===== config.mk =====
export PLATFORM = sky130hd
export DESIGN_NAME = host_bus_strap_port
export DESIGN_NICKNAME = d
export VERILOG_FILES = /design/src/hw/host_bus_strap_pkg.sv /design/src/hw/host_bus_strap_port.sv
export SDC_FILE = /design/constraint.sdc
export NUM_CORES = 1
export LEC_CHECK = 0
export BUFFER_PORTS_ARGS = -buffer_cell sky130_fd_sc_hd__buf_4
export CORE_ASPECT_RATIO = 1.2
export CORE_UTILIZATION = 53
export CTS_CLUSTER_DIAMETER = 200
export DETAILED_ROUTE_END_ITERATION = 10
export PLACE_DENSITY = 0.83
export SYNTH_ARGS = -nofsm -noshare
export SYNTH_HDL_FRONTEND = slang
export SYNTH_SLANG_ARGS = --single-unit

===== constraint.sdc =====
create_clock -name clk -period 4.6 [get_ports clk]
set_input_delay 0.92 -clock clk [delete_from_list [all_inputs] [get_ports clk]]
set_output_delay 0.92 -clock clk [all_outputs]
set_load 0.01 [all_outputs]

===== src/hw/host_bus_strap_pkg.sv =====
// Purpose: shared constants for the host bus strap port
// Assumes: 40 MHz system clock, APB register access
// Notes: all offsets are byte addresses of 32-bit words
package host_bus_strap_pkg;

  // ----------------------------------------------------------------
  // timing
  // ----------------------------------------------------------------
  localparam int CLK_PERIOD_NS = 25;
  localparam int EE_SLOW_PERIOD_NS = 4000;
  localparam int EE_FAST_PERIOD_NS = 800;
  localparam int EE_SLOW_HALF_CYC = EE_SLOW_PERIOD_NS / (2 * CLK_PERIOD_NS);
  localparam int EE_FAST_HALF_CYC = EE_FAST_PERIOD_NS / (2 * CLK_PERIOD_NS);
  localparam int HALF_CNT_W = 8;

  // ----------------------------------------------------------------
  // register map
  // ----------------------------------------------------------------
  localparam logic [7:0] CTRL_OFS = 8'h00;
  localparam logic [7:0] BASE_OFS = 8'h04;
  localparam logic [7:0] EECMD_OFS = 8'h08;
  localparam logic [7:0] EEDATA_OFS = 8'h0C;
  localparam logic [7:0] STATUS_OFS = 8'h10;
  localparam logic [7:0] LATCH_OFS = 8'h14;

  // ctrl fields
  localparam int SPEED_LSB = 0;
  localparam int START_BIT = 2;
  localparam logic [1:0] SPEED_SLOW = 2'h3;
  localparam logic [1:0] SPEED_RESET = 2'h3;
  localparam logic [7:0] BASE_RESET = 8'h00;

  // status fields
  localparam int ST_BUSY = 0;
  localparam int ST_EEPRESENT = 1;
  localparam int ST_WIDTH_LSB = 2;
  localparam int ST_ASYNC = 4;
  localparam int ST_CHIP_POWER_DOWN_N = 5;
  localparam int ST_CYCWRITE = 6;
  localparam int LATCH_QUAL_BIT = 16;

  // bus width codes
  localparam logic [1:0] WIDTH_8 = 2'h0;
  localparam logic [1:0] WIDTH_16 = 2'h1;
  localparam logic [1:0] WIDTH_32 = 2'h2;

  typedef enum logic [1:0] {EE_IDLE, EE_SHIFT_OUT, EE_SHIFT_IN} ee_state_t;

endpackage


===== src/hw/host_bus_strap_port.sv =====
// Purpose: host bus control pins, straps and serial EEPROM clocking
// Assumes: all pins sampled synchronous to clk; APB slave with one wait state
// Notes: local_device_select_n is a combinational decode by intent
//
// The APB register port and the register addresses were chosen for this implementation.
`timescale 1ns/100ps

module host_bus_strap_port #(
  parameter bit IS_32BIT = 1'b0,
  parameter int CMD_BITS = 16,
  parameter int DATA_BITS = 16
) (
  input wire logic clk,
  input wire logic rst_n,
  input wire logic [7:0] paddr,
  input wire logic psel,
  input wire logic penable,
  input wire logic pwrite,
  input wire logic [31:0] pwdata,
  output logic [31:0] prdata,
  output logic pready,
  output logic pslverr,
  input wire logic [15:1] hostAddr,
  input wire logic [15:0] hostData,
  input wire logic address_qualifier_n,
  input wire logic address_latch_strobe_n,
  input wire logic sync_write_read,
  input wire logic write_strobe_n,
  input wire logic read_strobe_n,
  input wire logic bus_style_select,
  input wire logic eeprom_enable_strap,
  input wire logic eeprom_serial_in,
  input wire logic chip_power_down_n,
  output logic local_device_select_n,
  output logic eeprom_serial_clock,
  output logic eeprom_serial_out,
  output logic eepromSelect,
  output logic [15:1] latchedAddr,
  output logic latchedQualN,
  output logic cycleWrite,
  output logic writeAccept,
  output logic [15:0] writeData,
  output logic readRequest,
  output logic [1:0] busWidth,
  output logic asyncMode,
  output logic eepromPresent,
  output logic powerDown
);

  // ----------------------------------------------------------------
  // reset release
  // ----------------------------------------------------------------
  logic [1:0] rstPipe_reg;
  logic rstN;
  always_ff @(posedge clk or negedge rst_n) begin
    if (!rst_n) begin
      rstPipe_reg <= 2'h0;
    end else begin
      rstPipe_reg <= {rstPipe_reg[0], 1'b1};
    end
  end
  assign rstN = rstPipe_reg[1];

  // ----------------------------------------------------------------
  // straps
  // ----------------------------------------------------------------
  logic strapsTaken_reg;
  always_ff @(posedge clk or negedge rstN) begin
    if (!rstN) begin
      strapsTaken_reg <= 1'b0;
      eepromPresent <= 1'b0;
      asyncMode <= 1'b0;
      busWidth <= host_bus_strap_pkg::WIDTH_8;
    end else if (!strapsTaken_reg) begin
      // taken once; later strap motion is ignored until reset
      strapsTaken_reg <= 1'b1;
      eepromPresent <= eeprom_enable_strap;
      asyncMode <= bus_style_select;
      if (IS_32BIT) begin
        busWidth <= host_bus_strap_pkg::WIDTH_32;
      end else if (!eeprom_enable_strap && eeprom_serial_in) begin
        busWidth <= host_bus_strap_pkg::WIDTH_16;
      end else begin
        busWidth <= host_bus_strap_pkg::WIDTH_8;
      end
    end
  end

  always_ff @(posedge clk or negedge rstN) begin
    if (!rstN) begin
      powerDown <= 1'b0;
    end else begin
      powerDown <= !chip_power_down_n;
    end
  end

  // ----------------------------------------------------------------
  // host pins
  // ----------------------------------------------------------------
  logic [7:0] baseHigh_reg;
  logic adsPrev_reg, wrPrev_reg, rdPrev_reg;
  logic adsRise, wrRise, rdFall;
  assign adsRise = adsPrev_reg && !address_latch_strobe_n ? 1'b0
                 : (!adsPrev_reg && address_latch_strobe_n);
  assign wrRise = !wrPrev_reg && write_strobe_n;
  assign rdFall = rdPrev_reg && !read_strobe_n;

  // combinational so the host sees select within the same address phase
  assign local_device_select_n = !(!address_qualifier_n &&
    hostAddr[15:8] == baseHigh_reg);

  always_ff @(posedge clk or negedge rstN) begin
    if (!rstN) begin
      adsPrev_reg <= 1'b1;
      wrPrev_reg <= 1'b1;
      rdPrev_reg <= 1'b1;
    end else begin
      adsPrev_reg <= address_latch_strobe_n;
      wrPrev_reg <= write_strobe_n;
      rdPrev_reg <= read_strobe_n;
    end
  end

  always_ff @(posedge clk or negedge rstN) begin
    if (!rstN) begin
      latchedAddr <= 15'h0000;
      latchedQualN <= 1'b1;
      cycleWrite <= 1'b0;
    end else if (adsRise && !powerDown) begin
      latchedAddr <= hostAddr;
      latchedQualN <= address_qualifier_n;
      if (!asyncMode && !address_qualifier_n) begin
        cycleWrite <= sync_write_read;
      end
    end
  end

  always_ff @(posedge clk or negedge rstN) begin
    if (!rstN) begin
      writeAccept <= 1'b0;
      readRequest <= 1'b0;
      writeData <= 16'h0000;
    end else begin
      // strobes only count when qualified and in async style
      writeAccept <= wrRise && asyncMode && !address_qualifier_n &&
        !powerDown;
      readRequest <= rdFall && asyncMode && !address_qualifier_n &&
        !powerDown;
      if (wrRise && asyncMode && !address_qualifier_n && !powerDown) begin
        writeData <= hostData;
      end
    end
  end

  // ----------------------------------------------------------------
  // serial EEPROM engine
  // ----------------------------------------------------------------
  localparam int HCW = host_bus_strap_pkg::HALF_CNT_W;
  host_bus_strap_pkg::ee_state_t eeState_reg;
  logic [1:0] speed_reg;
  logic [CMD_BITS-1:0] cmd_reg, cmdShift_reg;
  logic [DATA_BITS-1:0] eeData_reg;
  logic [HCW-1:0] phaseCnt_reg, halfLimit;
  logic [5:0] bitCnt_reg;
  logic startPulse, halfDone;

  assign halfLimit = (speed_reg == host_bus_strap_pkg::SPEED_SLOW) ?
    HCW'(host_bus_strap_pkg::EE_SLOW_HALF_CYC - 1) :
    HCW'(host_bus_strap_pkg::EE_FAST_HALF_CYC - 1);
  assign halfDone = phaseCnt_reg == halfLimit;

  always_ff @(posedge clk or negedge rstN) begin
    if (!rstN) begin
      eeState_reg <= host_bus_strap_pkg::EE_IDLE;
      phaseCnt_reg <= '0;
      bitCnt_reg <= 6'h00;
      cmdShift_reg <= '0;
      eeData_reg <= '0;
      eeprom_serial_clock <= 1'b0;
      eeprom_serial_out <= 1'b0;
      eepromSelect <= 1'b0;
    end else if (powerDown || !eepromPresent) begin
      eeState_reg <= host_bus_strap_pkg::EE_IDLE;
      phaseCnt_reg <= '0;
      eeprom_serial_clock <= 1'b0;
      eeprom_serial_out <= 1'b0;
      eepromSelect <= 1'b0;
    end else begin
      case (eeState_reg)
        host_bus_strap_pkg::EE_IDLE: begin
          if (startPulse) begin
            eeState_reg <= host_bus_strap_pkg::EE_SHIFT_OUT;
            cmdShift_reg <= cmd_reg << 1;
            eeprom_serial_out <= cmd_reg[CMD_BITS-1];
            eepromSelect <= 1'b1;
            bitCnt_reg <= 6'h00;
            phaseCnt_reg <= '0;
          end
        end
        host_bus_strap_pkg::EE_SHIFT_OUT,
        host_bus_strap_pkg::EE_SHIFT_IN: begin
          phaseCnt_reg <= halfDone ? '0 : phaseCnt_reg + 1'b1;
          if (halfDone) begin
            eeprom_serial_clock <= !eeprom_serial_clock;
            if (!eeprom_serial_clock &&
                eeState_reg == host_bus_strap_pkg::EE_SHIFT_IN) begin
              eeData_reg <= {eeData_reg[DATA_BITS-2:0],
                eeprom_serial_in};
            end
            if (eeprom_serial_clock) begin
              bitCnt_reg <= bitCnt_reg + 6'h01;
              if (eeState_reg == host_bus_strap_pkg::EE_SHIFT_OUT) begin
                eeprom_serial_out <= cmdShift_reg[CMD_BITS-1];
                cmdShift_reg <= cmdShift_reg << 1;
                if (bitCnt_reg == 6'(CMD_BITS - 1)) begin
                  eeState_reg <= host_bus_strap_pkg::EE_SHIFT_IN;
                  bitCnt_reg <= 6'h00;
                  eeprom_serial_out <= 1'b0;
                end
              end else if (bitCnt_reg == 6'(DATA_BITS - 1)) begin
                eeState_reg <= host_bus_strap_pkg::EE_IDLE;
                eepromSelect <= 1'b0;
              end
            end
          end
        end
        default: eeState_reg <= host_bus_strap_pkg::EE_IDLE;
      endcase
    end
  end

  // ----------------------------------------------------------------
  // APB slave
  // ----------------------------------------------------------------
  logic apbDo, mapped;
  logic [31:0] rdMux;
  assign apbDo = psel && penable && !pready;
  assign startPulse = apbDo && pwrite && paddr == host_bus_strap_pkg::CTRL_OFS
    && pwdata[host_bus_strap_pkg::START_BIT];

  always_comb begin
    rdMux = 32'h0000_0000;
    mapped = 1'b1;
    case (paddr)
      host_bus_strap_pkg::CTRL_OFS: rdMux[1:0] = speed_reg;
      host_bus_strap_pkg::BASE_OFS: rdMux[7:0] = baseHigh_reg;
      host_bus_strap_pkg::EECMD_OFS: rdMux[CMD_BITS-1:0] = cmd_reg;
      host_bus_strap_pkg::EEDATA_OFS: rdMux[DATA_BITS-1:0] = eeData_reg;
      host_bus_strap_pkg::STATUS_OFS: begin
        rdMux[host_bus_strap_pkg::ST_BUSY] =
          eeState_reg != host_bus_strap_pkg::EE_IDLE;
        rdMux[host_bus_strap_pkg::ST_EEPRESENT] = eepromPresent;
        rdMux[host_bus_strap_pkg::ST_WIDTH_LSB +: 2] = busWidth;
        rdMux[host_bus_strap_pkg::ST_ASYNC] = asyncMode;
        rdMux[host_bus_strap_pkg::ST_CHIP_POWER_DOWN_N] = powerDown;
        rdMux[host_bus_strap_pkg::ST_CYCWRITE] = cycleWrite;
      end
      host_bus_strap_pkg::LATCH_OFS: begin
        rdMux[15:1] = latchedAddr;
        rdMux[host_bus_strap_pkg::LATCH_QUAL_BIT] = latchedQualN;
      end
      default: mapped = 1'b0;
    endcase
  end

  always_ff @(posedge clk or negedge rstN) begin
    if (!rstN) begin
      pready <= 1'b0;
      pslverr <= 1'b0;
      prdata <= 32'h0000_0000;
    end else begin
      pready <= apbDo;
      pslverr <= apbDo && !mapped;
      prdata <= (apbDo && !pwrite) ? rdMux : 32'h0000_0000;
    end
  end

  // writes land on the completing edge only
  always_ff @(posedge clk or negedge rstN) begin
    if (!rstN) begin
      speed_reg <= host_bus_strap_pkg::SPEED_RESET;
      baseHigh_reg <= host_bus_strap_pkg::BASE_RESET;
      cmd_reg <= '0;
    end else if (psel && penable && pready && pwrite) begin
      case (paddr)
        host_bus_strap_pkg::CTRL_OFS:
          speed_reg <= pwdata[host_bus_strap_pkg::SPEED_LSB +: 2];
        host_bus_strap_pkg::BASE_OFS: baseHigh_reg <= pwdata[7:0];
        host_bus_strap_pkg::EECMD_OFS: cmd_reg <= pwdata[CMD_BITS-1:0];
        default: ;
      endcase
    end
  end
endmodule // host_bus_strap_port


==> results of run 1 <==
[worst max-delay path by stage]
stage                                     startpoint                           to  slack [ns]  cells after the start
final                     eeState_reg[0]$_DFFE_PN0P_  cmdShift_reg[7]$_DFFE_PN0P_        1.53                      7
after CTS                 eeState_reg[0]$_DFFE_PN0P_  cmdShift_reg[8]$_DFFE_PN0P_        1.57                      7
after floorplan             rstPipe_reg[1]$_DFF_PN0_        asyncMode$_DFFE_PN0N_        0.42                      0
after global placement                      paddr[4]  cmdShift_reg[4]$_DFFE_PN0P_        1.26                      6
after global routing      eeState_reg[0]$_DFFE_PN0P_  cmdShift_reg[5]$_DFFE_PN0P_        1.30                      7
after detailed placement                    paddr[4]  cmdShift_reg[7]$_DFFE_PN0P_        1.16                      6
[report_power, final]
part           internal (W)  leakage [nW]  switching [W]  total, W
sequential          0.00133          1.84      0.0000912   0.00142
clock              0.000869         0.305       0.000541   0.00141
combinational      0.000265          1.75       0.000308  0.000573
total               0.00246          3.89       0.000940   0.00340
[per-layer routing]
| metal | track usage | share of wire | vias to the layer above |
|---|---|---|---|
| met2 | 0.4521 | 0.51 | 219 |
| li1 | - | - | 2294 |
| met1 | 0.3463 | 0.40 | 2527 |
| met3 | 0.06275 | 0.060 | 36 |
| met4 | 0.1048 | 0.027 | 0 |
| met5 | 0 | 0 | - |
[final cells by class]
cell class | count | area share
Timing Repair Buffer | 135 | 0.1246
Sequential cell | 140 | 0.4322
Clock inverter | 14 | 0.02062
Inverter | 11 | 0.005078
Tap cell | 157 | 0.02416
Clock buffer | 18 | 0.05401
Multi-Input combinational cell | 411 | 0.3393
[through the flow]
step / hold slack (ns) / instance area, µm² / power, W
final: 0.2664 / 8132 / 0.003402
after global routing: 0.2594 / 8132 / 0.003533
after CTS: 0.2588 / 8132 / 0.003406
after detailed placement: 0.3395 / 7525 / 0.002000
after global placement: 0.3377 / 7525 / 0.001972
after floorplan: 0.3312 / 6525 / 0.001749
[cells by family after synthesis]
kind of cell,Yosys count,share of synthesized area
AO/OA/AOI/OAI,100,0.09290
XOR/XNOR,13,0.01761
adder cells (fa/ha/maj),6,0.01161
buffers and inverters,51,0.04026
flip-flops,140,0.5431
multiplexers,95,0.1593
other,2,0.001162
AND/OR/NAND/NOR,179,0.1341
[cell usage in the layout (no fill, tap or decap), types with 4 or more instances in the layout]
cell type and instances:
sky130_fd_sc_hd__o21ai_0 32, sky130_fd_sc_hd__dfstp_2 6, sky130_fd_sc_hd__o21ai_1 10, sky130_fd_sc_hd__ha_1 6
sky130_fd_sc_hd__nor3_1 5, sky130_fd_sc_hd__mux2_2 63, sky130_fd_sc_hd__nand3_1 7, sky130_fd_sc_hd__a21oi_1 25
sky130_fd_sc_hd__nor2_1 42, sky130_fd_sc_hd__a22oi_1 5, sky130_fd_sc_hd__nand2_1 75, sky130_fd_sc_hd__conb_1 18
sky130_fd_sc_hd__dfrtp_1 133, sky130_fd_sc_hd__xnor2_1 11, sky130_fd_sc_hd__or2_2 4, sky130_fd_sc_hd__mux2i_1 32
sky130_fd_sc_hd__clkbuf_16 17, sky130_fd_sc_hd__clkinv_2 5, sky130_fd_sc_hd__nand4_1 8, sky130_fd_sc_hd__inv_1 10
sky130_fd_sc_hd__o22ai_1 6, sky130_fd_sc_hd__and3_1 7, sky130_fd_sc_hd__buf_4 135, sky130_fd_sc_hd__nor2b_1 5
[worst max-delay path: stages (launching register included)]
cell and delay (ns):
sky130_fd_sc_hd__dfrtp_1 0.42, sky130_fd_sc_hd__inv_1 0.09, sky130_fd_sc_hd__ha_1 0.52, sky130_fd_sc_hd__buf_4 0.34, sky130_fd_sc_hd__a21oi_1 0.25, sky130_fd_sc_hd__o211ai_2 0.47
sky130_fd_sc_hd__or2_1 0.60, sky130_fd_sc_hd__o21ai_0 0.27
==> flow_summary.html, run 1 <==
<table>
<tr><th>Metric</th><th>Value</th></tr>
<tr><th colspan="2">Run status</th></tr>
<tr><td>Outcome</td><td>finished, final reports clean</td></tr>
<tr><th colspan="2">Clocking</th></tr>
<tr><td>Clock slew at reported path FFs</td><td>0.06 ns</td></tr>
<tr><td>Clock buffer count from CTS</td><td>17</td></tr>
<tr><td>Later-pin clock latency in the skew report</td><td>0.42 ns</td></tr>
<tr><td>Number of hold-repair buffers added at the cts stage</td><td>0</td></tr>
<tr><td>Number of buffers inserted to repair setup after CTS</td><td>0</td></tr>
<tr><td>Post_cts resized</td><td>0</td></tr>
<tr><td>TritonCTS clock tree</td><td>done</td></tr>
<tr><td>Master cell of the clock root buffer</td><td>sky130_fd_sc_hd__clkbuf_16</td></tr>
<tr><td>Maximum buffer depth of the clock tree</td><td>2</td></tr>
<tr><td>H-tree level count</td><td>4</td></tr>
<tr><td>Number of sinks handled by clock tree synthesis</td><td>140</td></tr>
<tr><th colspan="2">Global route</th></tr>
<tr><td>First-pass GRT wire length</td><td>25.75 mm</td></tr>
<tr><td>Number of global-route vias before repair</td><td>5037</td></tr>
<tr><td>Global-route usage over all layers</td><td>0.2726</td></tr>
<tr><td>Pin count of the biggest net entering global routing</td><td>62</td></tr>
<tr><td>GR Overflow Total</td><td>0</td></tr>
<tr><td>Initial antenna violation count</td><td>0</td></tr>
<tr><th colspan="2">Worst setup path</th></tr>
<tr><td>Crit path kind</td><td>reg -&gt; reg</td></tr>
<tr><td>Worst EP required</td><td>4.92 ns</td></tr>
<tr><td>Critical Path Source Type</td><td>flip-flop</td></tr>
<tr><td>R2r worst-path depth</td><td>7</td></tr>
<tr><td>Capturing element type of the critical path</td><td>flip-flop</td></tr>
<tr><td>Worst setup slack for register-to-register paths</td><td>1.53 ns</td></tr>
<tr><td>RR Endpoint</td><td>cmdShift_reg[7]$_DFFE_PN0P_</td></tr>
<tr><td>Reg-to-reg startpoint</td><td>eeState_reg[0]$_DFFE_PN0P_</td></tr>
<tr><td>Worst endpoint data arrival time</td><td>3.39 ns</td></tr>
<tr><td>Peak fanout along the critical path</td><td>28</td></tr>
<tr><th colspan="2">Logic synthesis</th></tr>
<tr><td>Cell count after synthesis</td><td>586</td></tr>
<tr><td>Yosys top cell area share</td><td>0.5187</td></tr>
<tr><td>Sequential cell area fraction in the yosys report</td><td>0.5431</td></tr>
<tr><td>Leading post-synthesis cells by cell area</td><td>sky130_fd_sc_hd__dfrtp_1 52%, sky130_fd_sc_hd__mux2_2 11%, sky130_fd_sc_hd__mux2i_1 5.0%</td></tr>
<tr><td>Prevailing post-synth register cell</td><td>sky130_fd_sc_hd__dfrtp_1</td></tr>
<tr><td>Count of state elements after synthesis</td><td>140</td></tr>
<tr><td>YS warnings</td><td>0</td></tr>
<tr><td>Post-synthesis cell type with the largest combined area</td><td>sky130_fd_sc_hd__dfrtp_1</td></tr>
<tr><td>Ys async rst share</td><td>1.000</td></tr>
<tr><td>Ranking of synthesized cells by instance count</td><td>134 x sky130_fd_sc_hd__dfrtp_1, 75 x sky130_fd_sc_hd__nand2_1, 63 x sky130_fd_sc_hd__mux2_2, 42 x sky130_fd_sc_hd__nor2_1</td></tr>
<tr><td>Most common cell in the netlist</td><td>sky130_fd_sc_hd__dfrtp_1</td></tr>
<tr><td>Number of distinct standard cells referenced by the synthesized netlist</td><td>58</td></tr>
<tr><td>Mapped cell area</td><td>6465 µm²</td></tr>
<tr><td>Number of enable-type register cells in the synthesized netlist</td><td>0</td></tr>
<tr><td>Average cell area after synthesis</td><td>11.03 µm²</td></tr>
<tr><th colspan="2">Detailed routing</th></tr>
<tr><td>DR WL/cell</td><td>18.59 µm</td></tr>
<tr><td>Detailed-route wire length</td><td>16.47 mm</td></tr>
<tr><td>Initial DRC count</td><td>294</td></tr>
<tr><td>Total number of vias</td><td>5076</td></tr>
<tr><td>Detailed-route vias per instance</td><td>5.729</td></tr>
<tr><td>TritonRoute pass-1 iters</td><td>5</td></tr>
<tr><td>Count of nets left with antenna violations after detail routing</td><td>0</td></tr>
<tr><td>Remaining design rule violation count</td><td>0</td></tr>
<tr><th colspan="2">Cells and area</th></tr>
<tr><td>Number of diodes</td><td>0</td></tr>
<tr><td>Utilization after layout</td><td>0.6933</td></tr>
<tr><td>Area occupied by multi-input gates</td><td>2759 µm²</td></tr>
<tr><td>Number of flip-flops in the largest register</td><td>17</td></tr>
<tr><td>Final layout net count</td><td>807</td></tr>
<tr><td>Sequential cell area in the final layout</td><td>3515 µm²</td></tr>
<tr><td>Final-layout fill cell count</td><td>833</td></tr>
<tr><td>Biggest register</td><td>prdata</td></tr>
<tr><td>Area growth from synthesis to layout</td><td>25.78%</td></tr>
<tr><td>Final Instance Count excl. Fillers</td><td>886</td></tr>
<tr><td>Share of final-layout standard cells stronger than drive strength 1</td><td>0.3402</td></tr>
<tr><th colspan="2">Floorplan</th></tr>
<tr><td>Die Outline Area</td><td>12650 µm²</td></tr>
<tr><td>Number of cell rows</td><td>43</td></tr>
<tr><td>Height of the die</td><td>123.0 µm</td></tr>
<tr><td>Chip width</td><td>102.8 µm</td></tr>
<tr><td>Top Ports</td><td>163</td></tr>
<tr><td>Placeable core region</td><td>11730 µm²</td></tr>
<tr><td>Starting Density</td><td>0.5512</td></tr>
<tr><th colspan="2">Timing</th></tr>
<tr><td>Total Negative Setup Slacks</td><td>0 ns</td></tr>
<tr><td>Worst Skew</td><td>0.009392 ns</td></tr>
<tr><td>Min cycle time layout</td><td>3.069 ns</td></tr>
<tr><td>Count of final hold-check violations</td><td>0</td></tr>
<tr><td>Final clock period utilization by the worst path</td><td>0.6671</td></tr>
<tr><td>Slew of the pin with the lowest slew margin</td><td>1.035 ns</td></tr>
<tr><td>Setup repair after global routing missed its margin</td><td>no</td></tr>
<tr><td>Highest clock frequency the design can meet</td><td>0.3259 GHz</td></tr>
<tr><td>Final setup margin</td><td>1.531 ns</td></tr>
<tr><td>Slew Limit Headroom</td><td>0.3076</td></tr>
<tr><td>Final setup fails</td><td>0</td></tr>
<tr><td>Final Max Tran Viols</td><td>0</td></tr>
<tr><th colspan="2">Power and ir drop</th></tr>
<tr><td>Worst VDD drop</td><td>361.9 µV</td></tr>
<tr><td>Reported leakage power</td><td>3.893 nW</td></tr>
<tr><td>Power density normalized to cell area</td><td>418.3 nW/µm²</td></tr>
<tr><th colspan="2">Place</th></tr>
<tr><td>Final weighted congestion of routability-driven global placement</td><td>0.8567</td></tr>
<tr><td>Worst-case setup slack after placement</td><td>1.156 ns</td></tr>
<tr><td>Instance count after placement with tap cells included</td><td>854</td></tr>
<tr><td>Half-perimeter wire length after placement</td><td>11.21 mm</td></tr>
<tr><td>Port buffer count</td><td>130</td></tr>
<tr><th colspan="2">Hold path</th></tr>
<tr><td>Worst hold-check path type</td><td>in -&gt; async</td></tr>
<tr><th colspan="2">Job</th></tr>
<tr><td>Number of maximum-capacitance constraint violations</td><td>0</td></tr>
</table>
Power figures use the tool's default switching activity.
==> run 2, diff against run 1 <==
- CORE_UTILIZATION: 53 -> 48
- PLACE_DENSITY: 0.83 -> 0.79
- clock period: 4.6 -> 2.5 ns (I/O delays scaled with it)
==> flow_summary.html, run 2 (synthesis results as in run 1) <==
<table>
<tr><th>Metric</th><th>Value</th></tr>
<tr><th colspan="2">Place</th></tr>
<tr><td>Worst-case setup slack after placement</td><td>-0.1078 ns (was 1.156 ns)</td></tr>
<tr><td>Port buffer count</td><td>130 (unchanged)</td></tr>
<tr><td>Half-perimeter wire length after placement</td><td>11.45 mm (was 11.21 mm)</td></tr>
<tr><td>Final weighted congestion of routability-driven global placement</td><td>0.8069 (was 0.8567)</td></tr>
<tr><th colspan="2">Cells and area</th></tr>
<tr><td>Area growth from synthesis to layout</td><td>29.71% (was 25.78%)</td></tr>
<tr><td>Sequential cell area in the final layout</td><td>3515 µm² (unchanged)</td></tr>
<tr><td>Number of flip-flops in the largest register</td><td>17 (unchanged)</td></tr>
<tr><td>Final-layout fill cell count</td><td>988 (was 833)</td></tr>
<tr><td>Final layout net count</td><td>831 (was 807)</td></tr>
<tr><td>Area occupied by multi-input gates</td><td>2759 µm² (unchanged)</td></tr>
<tr><td>Number of diodes</td><td>0 (unchanged)</td></tr>
<tr><td>Most common cell after layout, fill and taps aside</td><td>sky130_fd_sc_hd__buf_4 (unchanged)</td></tr>
<tr><td>Biggest register</td><td>prdata (unchanged)</td></tr>
<tr><td>Top library cells by usage in the layout, fill and taps aside</td><td>155 x sky130_fd_sc_hd__buf_4, 133 x sky130_fd_sc_hd__dfrtp_1, 75 x sky130_fd_sc_hd__nand2_1 (was 135 x sky130_fd_sc_hd__buf_4, 133 x sky130_fd_sc_hd__dfrtp_1, 75 x sky130_fd_sc_hd__nand2_1)</td></tr>
<tr><td>Share of final-layout standard cells stronger than drive strength 1</td><td>0.3572 (was 0.3402)</td></tr>
<tr><th colspan="2">Timing</th></tr>
<tr><td>Slew of the pin with the lowest slew margin</td><td>0.5571 ns (was 1.035 ns)</td></tr>
<tr><td>Final setup margin</td><td>0.2609 ns (was 1.531 ns)</td></tr>
<tr><td>Slew Limit Headroom</td><td>0.6247 (was 0.3076)</td></tr>
<tr><td>Final Max Tran Viols</td><td>0 (unchanged)</td></tr>
<tr><td>Min cycle time layout</td><td>2.239 ns (was 3.069 ns)</td></tr>
<tr><td>Setup repair after global routing missed its margin</td><td>no (unchanged)</td></tr>
<tr><td>Worst Skew</td><td>0.008548 ns (was 0.009392 ns)</td></tr>
<tr><td>Final clock period utilization by the worst path</td><td>0.8956 (was 0.6671)</td></tr>
<tr><td>Final setup fails</td><td>0 (unchanged)</td></tr>
<tr><td>Highest clock frequency the design can meet</td><td>0.4466 GHz (was 0.3259 GHz)</td></tr>
<tr><td>Total Negative Setup Slacks</td><td>0 ns (unchanged)</td></tr>
<tr><td>Count of final hold-check violations</td><td>0 (unchanged)</td></tr>
<tr><th colspan="2">Detailed routing</th></tr>
<tr><td>Detailed-route wire length</td><td>15.65 mm (was 16.47 mm)</td></tr>
<tr><td>Initial DRC count</td><td>210 (was 294)</td></tr>
<tr><td>Remaining design rule violation count</td><td>0 (unchanged)</td></tr>
<tr><td>Count of nets left with antenna violations after detail routing</td><td>0 (unchanged)</td></tr>
<tr><td>DR WL/cell</td><td>16.99 µm (was 18.59 µm)</td></tr>
<tr><td>TritonRoute pass-1 iters</td><td>4 (was 5)</td></tr>
<tr><td>Total number of vias</td><td>5068 (was 5076)</td></tr>
<tr><td>Detailed-route vias per instance</td><td>5.503 (was 5.729)</td></tr>
<tr><th colspan="2">Power and ir drop</th></tr>
<tr><td>Power density normalized to cell area</td><td>758.5 nW/µm² (was 418.3 nW/µm²)</td></tr>
<tr><td>Reported leakage power</td><td>4.016 nW (was 3.893 nW)</td></tr>
<tr><td>Worst VDD drop</td><td>488.5 µV (was 361.9 µV)</td></tr>
<tr><th colspan="2">Global route</th></tr>
<tr><td>Pin count of the biggest net entering global routing</td><td>53 (was 62)</td></tr>
<tr><td>First-pass GRT wire length</td><td>25.39 mm (was 25.75 mm)</td></tr>
<tr><td>GR Overflow Total</td><td>0 (unchanged)</td></tr>
<tr><td>Global-route usage over all layers</td><td>0.2372 (was 0.2726)</td></tr>
<tr><td>Number of global-route vias before repair</td><td>5105 (was 5037)</td></tr>
<tr><td>Initial antenna violation count</td><td>0 (unchanged)</td></tr>
<tr><th colspan="2">Worst setup path</th></tr>
<tr><td>Crit path kind</td><td>reg -&gt; reg (unchanged)</td></tr>
<tr><td>RR Endpoint</td><td>cmdShift_reg[4]$_DFFE_PN0P_ (was cmdShift_reg[7]$_DFFE_PN0P_)</td></tr>
<tr><td>Reg-to-reg startpoint</td><td>phaseCnt_reg[0]$_DFFE_PN0P_ (was eeState_reg[0]$_DFFE_PN0P_)</td></tr>
<tr><td>Worst endpoint data arrival time</td><td>2.57 ns (was 3.39 ns)</td></tr>
<tr><td>Worst setup slack for register-to-register paths</td><td>0.26 ns (was 1.53 ns)</td></tr>
<tr><td>R2r worst-path depth</td><td>6 (was 7)</td></tr>
<tr><td>Worst EP required</td><td>2.83 ns (was 4.92 ns)</td></tr>
<tr><td>Critical Path Source Type</td><td>flip-flop (unchanged)</td></tr>
<tr><td>Capturing element type of the critical path</td><td>flip-flop (unchanged)</td></tr>
<tr><td>Peak fanout along the critical path</td><td>19 (was 28)</td></tr>
<tr><th colspan="2">Floorplan</th></tr>
<tr><td>Chip width</td><td>107.9 µm (was 102.8 µm)</td></tr>
<tr><td>Placeable core region</td><td>13180 µm² (was 11730 µm²)</td></tr>
<tr><td>Starting Density</td><td>0.4905 (was 0.5512)</td></tr>
<tr><td>Number of cell rows</td><td>46 (was 43)</td></tr>
<tr><td>Top Ports</td><td>163 (unchanged)</td></tr>
<tr><td>Height of the die</td><td>129.1 µm (was 123.0 µm)</td></tr>
<tr><td>Die Outline Area</td><td>13940 µm² (was 12650 µm²)</td></tr>
<tr><th colspan="2">Hold path</th></tr>
<tr><td>Number of instances on the worst hold path</td><td>1</td></tr>
<tr><td>Sink of the worst hold path</td><td>adsPrev_reg$_DFF_PN1_</td></tr>
<tr><td>Worst hold-check path type</td><td>in -&gt; reg (was in -&gt; async)</td></tr>
<tr><td>Launch instance of the worst min-delay path</td><td>address_latch_strobe_n</td></tr>
<tr><th colspan="2">Job</th></tr>
<tr><td>Number of maximum-capacitance constraint violations</td><td>0 (unchanged)</td></tr>
<tr><th colspan="2">Clocking</th></tr>
<tr><td>Number of hold-repair buffers added at the cts stage</td><td>1 (was 0)</td></tr>
<tr><td>Number of sinks handled by clock tree synthesis</td><td>140 (unchanged)</td></tr>
<tr><td>Post_cts resized</td><td>0 (unchanged)</td></tr>
<tr><td>Later-pin clock latency in the skew report</td><td>0.42 ns (about the same)</td></tr>
<tr><td>TritonCTS clock tree</td><td>done (unchanged)</td></tr>
<tr><td>Maximum buffer depth of the clock tree</td><td>2 (unchanged)</td></tr>
<tr><td>H-tree level count</td><td>4 (unchanged)</td></tr>
<tr><td>Clock buffer count from CTS</td><td>17 (unchanged)</td></tr>
<tr><td>Number of buffers inserted to repair setup after CTS</td><td>0 (unchanged)</td></tr>
<tr><td>Clock slew at reported path FFs</td><td>0.06 ns (about the same)</td></tr>
<tr><td>Master cell of the clock root buffer</td><td>sky130_fd_sc_hd__clkbuf_16 (unchanged)</td></tr>
<tr><th colspan="2">Run status</th></tr>
<tr><td>Outcome</td><td>finished, final reports clean (unchanged)</td></tr>
</table>
## run 2: cell count changes in the layout (fill, tap and decap cells not counted), sizes merged
cell and change:
buf +23, inv -3, clkinvlp +3, dlygate4sd3 +1, bufinv +1, clkbuf +3
clkinv -4
## run 2: worst max-delay path by stage
stage,start,endpoint,slack (ns),cells after the start
after floorplan,rstPipe_reg[1]$_DFF_PN0_,asyncMode$_DFFE_PN0N_,0.18,0
after global placement,paddr[5],cmdShift_reg[5]$_DFFE_PN0P_,-0.02,6
after detailed placement,paddr[5],cmdShift_reg[4]$_DFFE_PN0P_,-0.11,6
after CTS,phaseCnt_reg[0]$_DFFE_PN0P_,cmdShift_reg[5]$_DFFE_PN0P_,0.28,6
after global routing,phaseCnt_reg[0]$_DFFE_PN0P_,cmdShift_reg[4]$_DFFE_PN0P_,0.04,6
final,phaseCnt_reg[0]$_DFFE_PN0P_,cmdShift_reg[4]$_DFFE_PN0P_,0.26,6
## run 2: power by group
group / total [W] / leakage [nW] / switching [W] / internal, W
clock network: 0.00266 / 0.299 / 0.000947 / 0.00172
logic: 0.00110 / 1.88 / 0.000567 / 0.000532
registers: 0.00260 / 1.84 / 0.000153 / 0.00244
total: 0.00636 / 4.02 / 0.00167 / 0.00469
## run 2: cell type report
type | instances | area share
Tap cell | 168 | 0.02507
Sequential cell | 140 | 0.4191
Clock buffer | 21 | 0.05491
Timing Repair Buffer | 159 | 0.1471
Inverter | 11 | 0.004924
Multi-Input combinational cell | 411 | 0.3290
Clock inverter | 11 | 0.01984
## run 2: critical path, stage by stage (launching register included)
cell and delay, ns:
sky130_fd_sc_hd__dfrtp_1 0.37, sky130_fd_sc_hd__ha_1 0.21, sky130_fd_sc_hd__and3_1 0.21, sky130_fd_sc_hd__o211a_1 0.52, sky130_fd_sc_hd__a21oi_1 0.18, sky130_fd_sc_hd__or2_1 0.41
sky130_fd_sc_hd__o21ai_0 0.23
## run 2: per-layer routing
layer  wire (µm)  GRT usage  vias to the layer above
met3         956    0.05433                       28
met1        6354     0.2967                     2520
met4         318    0.09670                        0
met5           0          0                        -
met2        8015     0.3968                      176
li1            -          -                     2344
## run 2: metrics by stage
stage	total power [W]	hold WS (ns)	cells	instance area, µm²	util
floorplan	0.003218	0.2044	602	6526	-
global placement	0.003682	0.2846	888	7749	0.5879
detailed placement	0.003733	0.2842	888	7749	0.5879
CTS	0.006396	0.1843	921	8386	0.6362
global route	0.006622	0.1850	921	8386	0.6362
finish	0.006361	0.1961	921	8386	0.6362
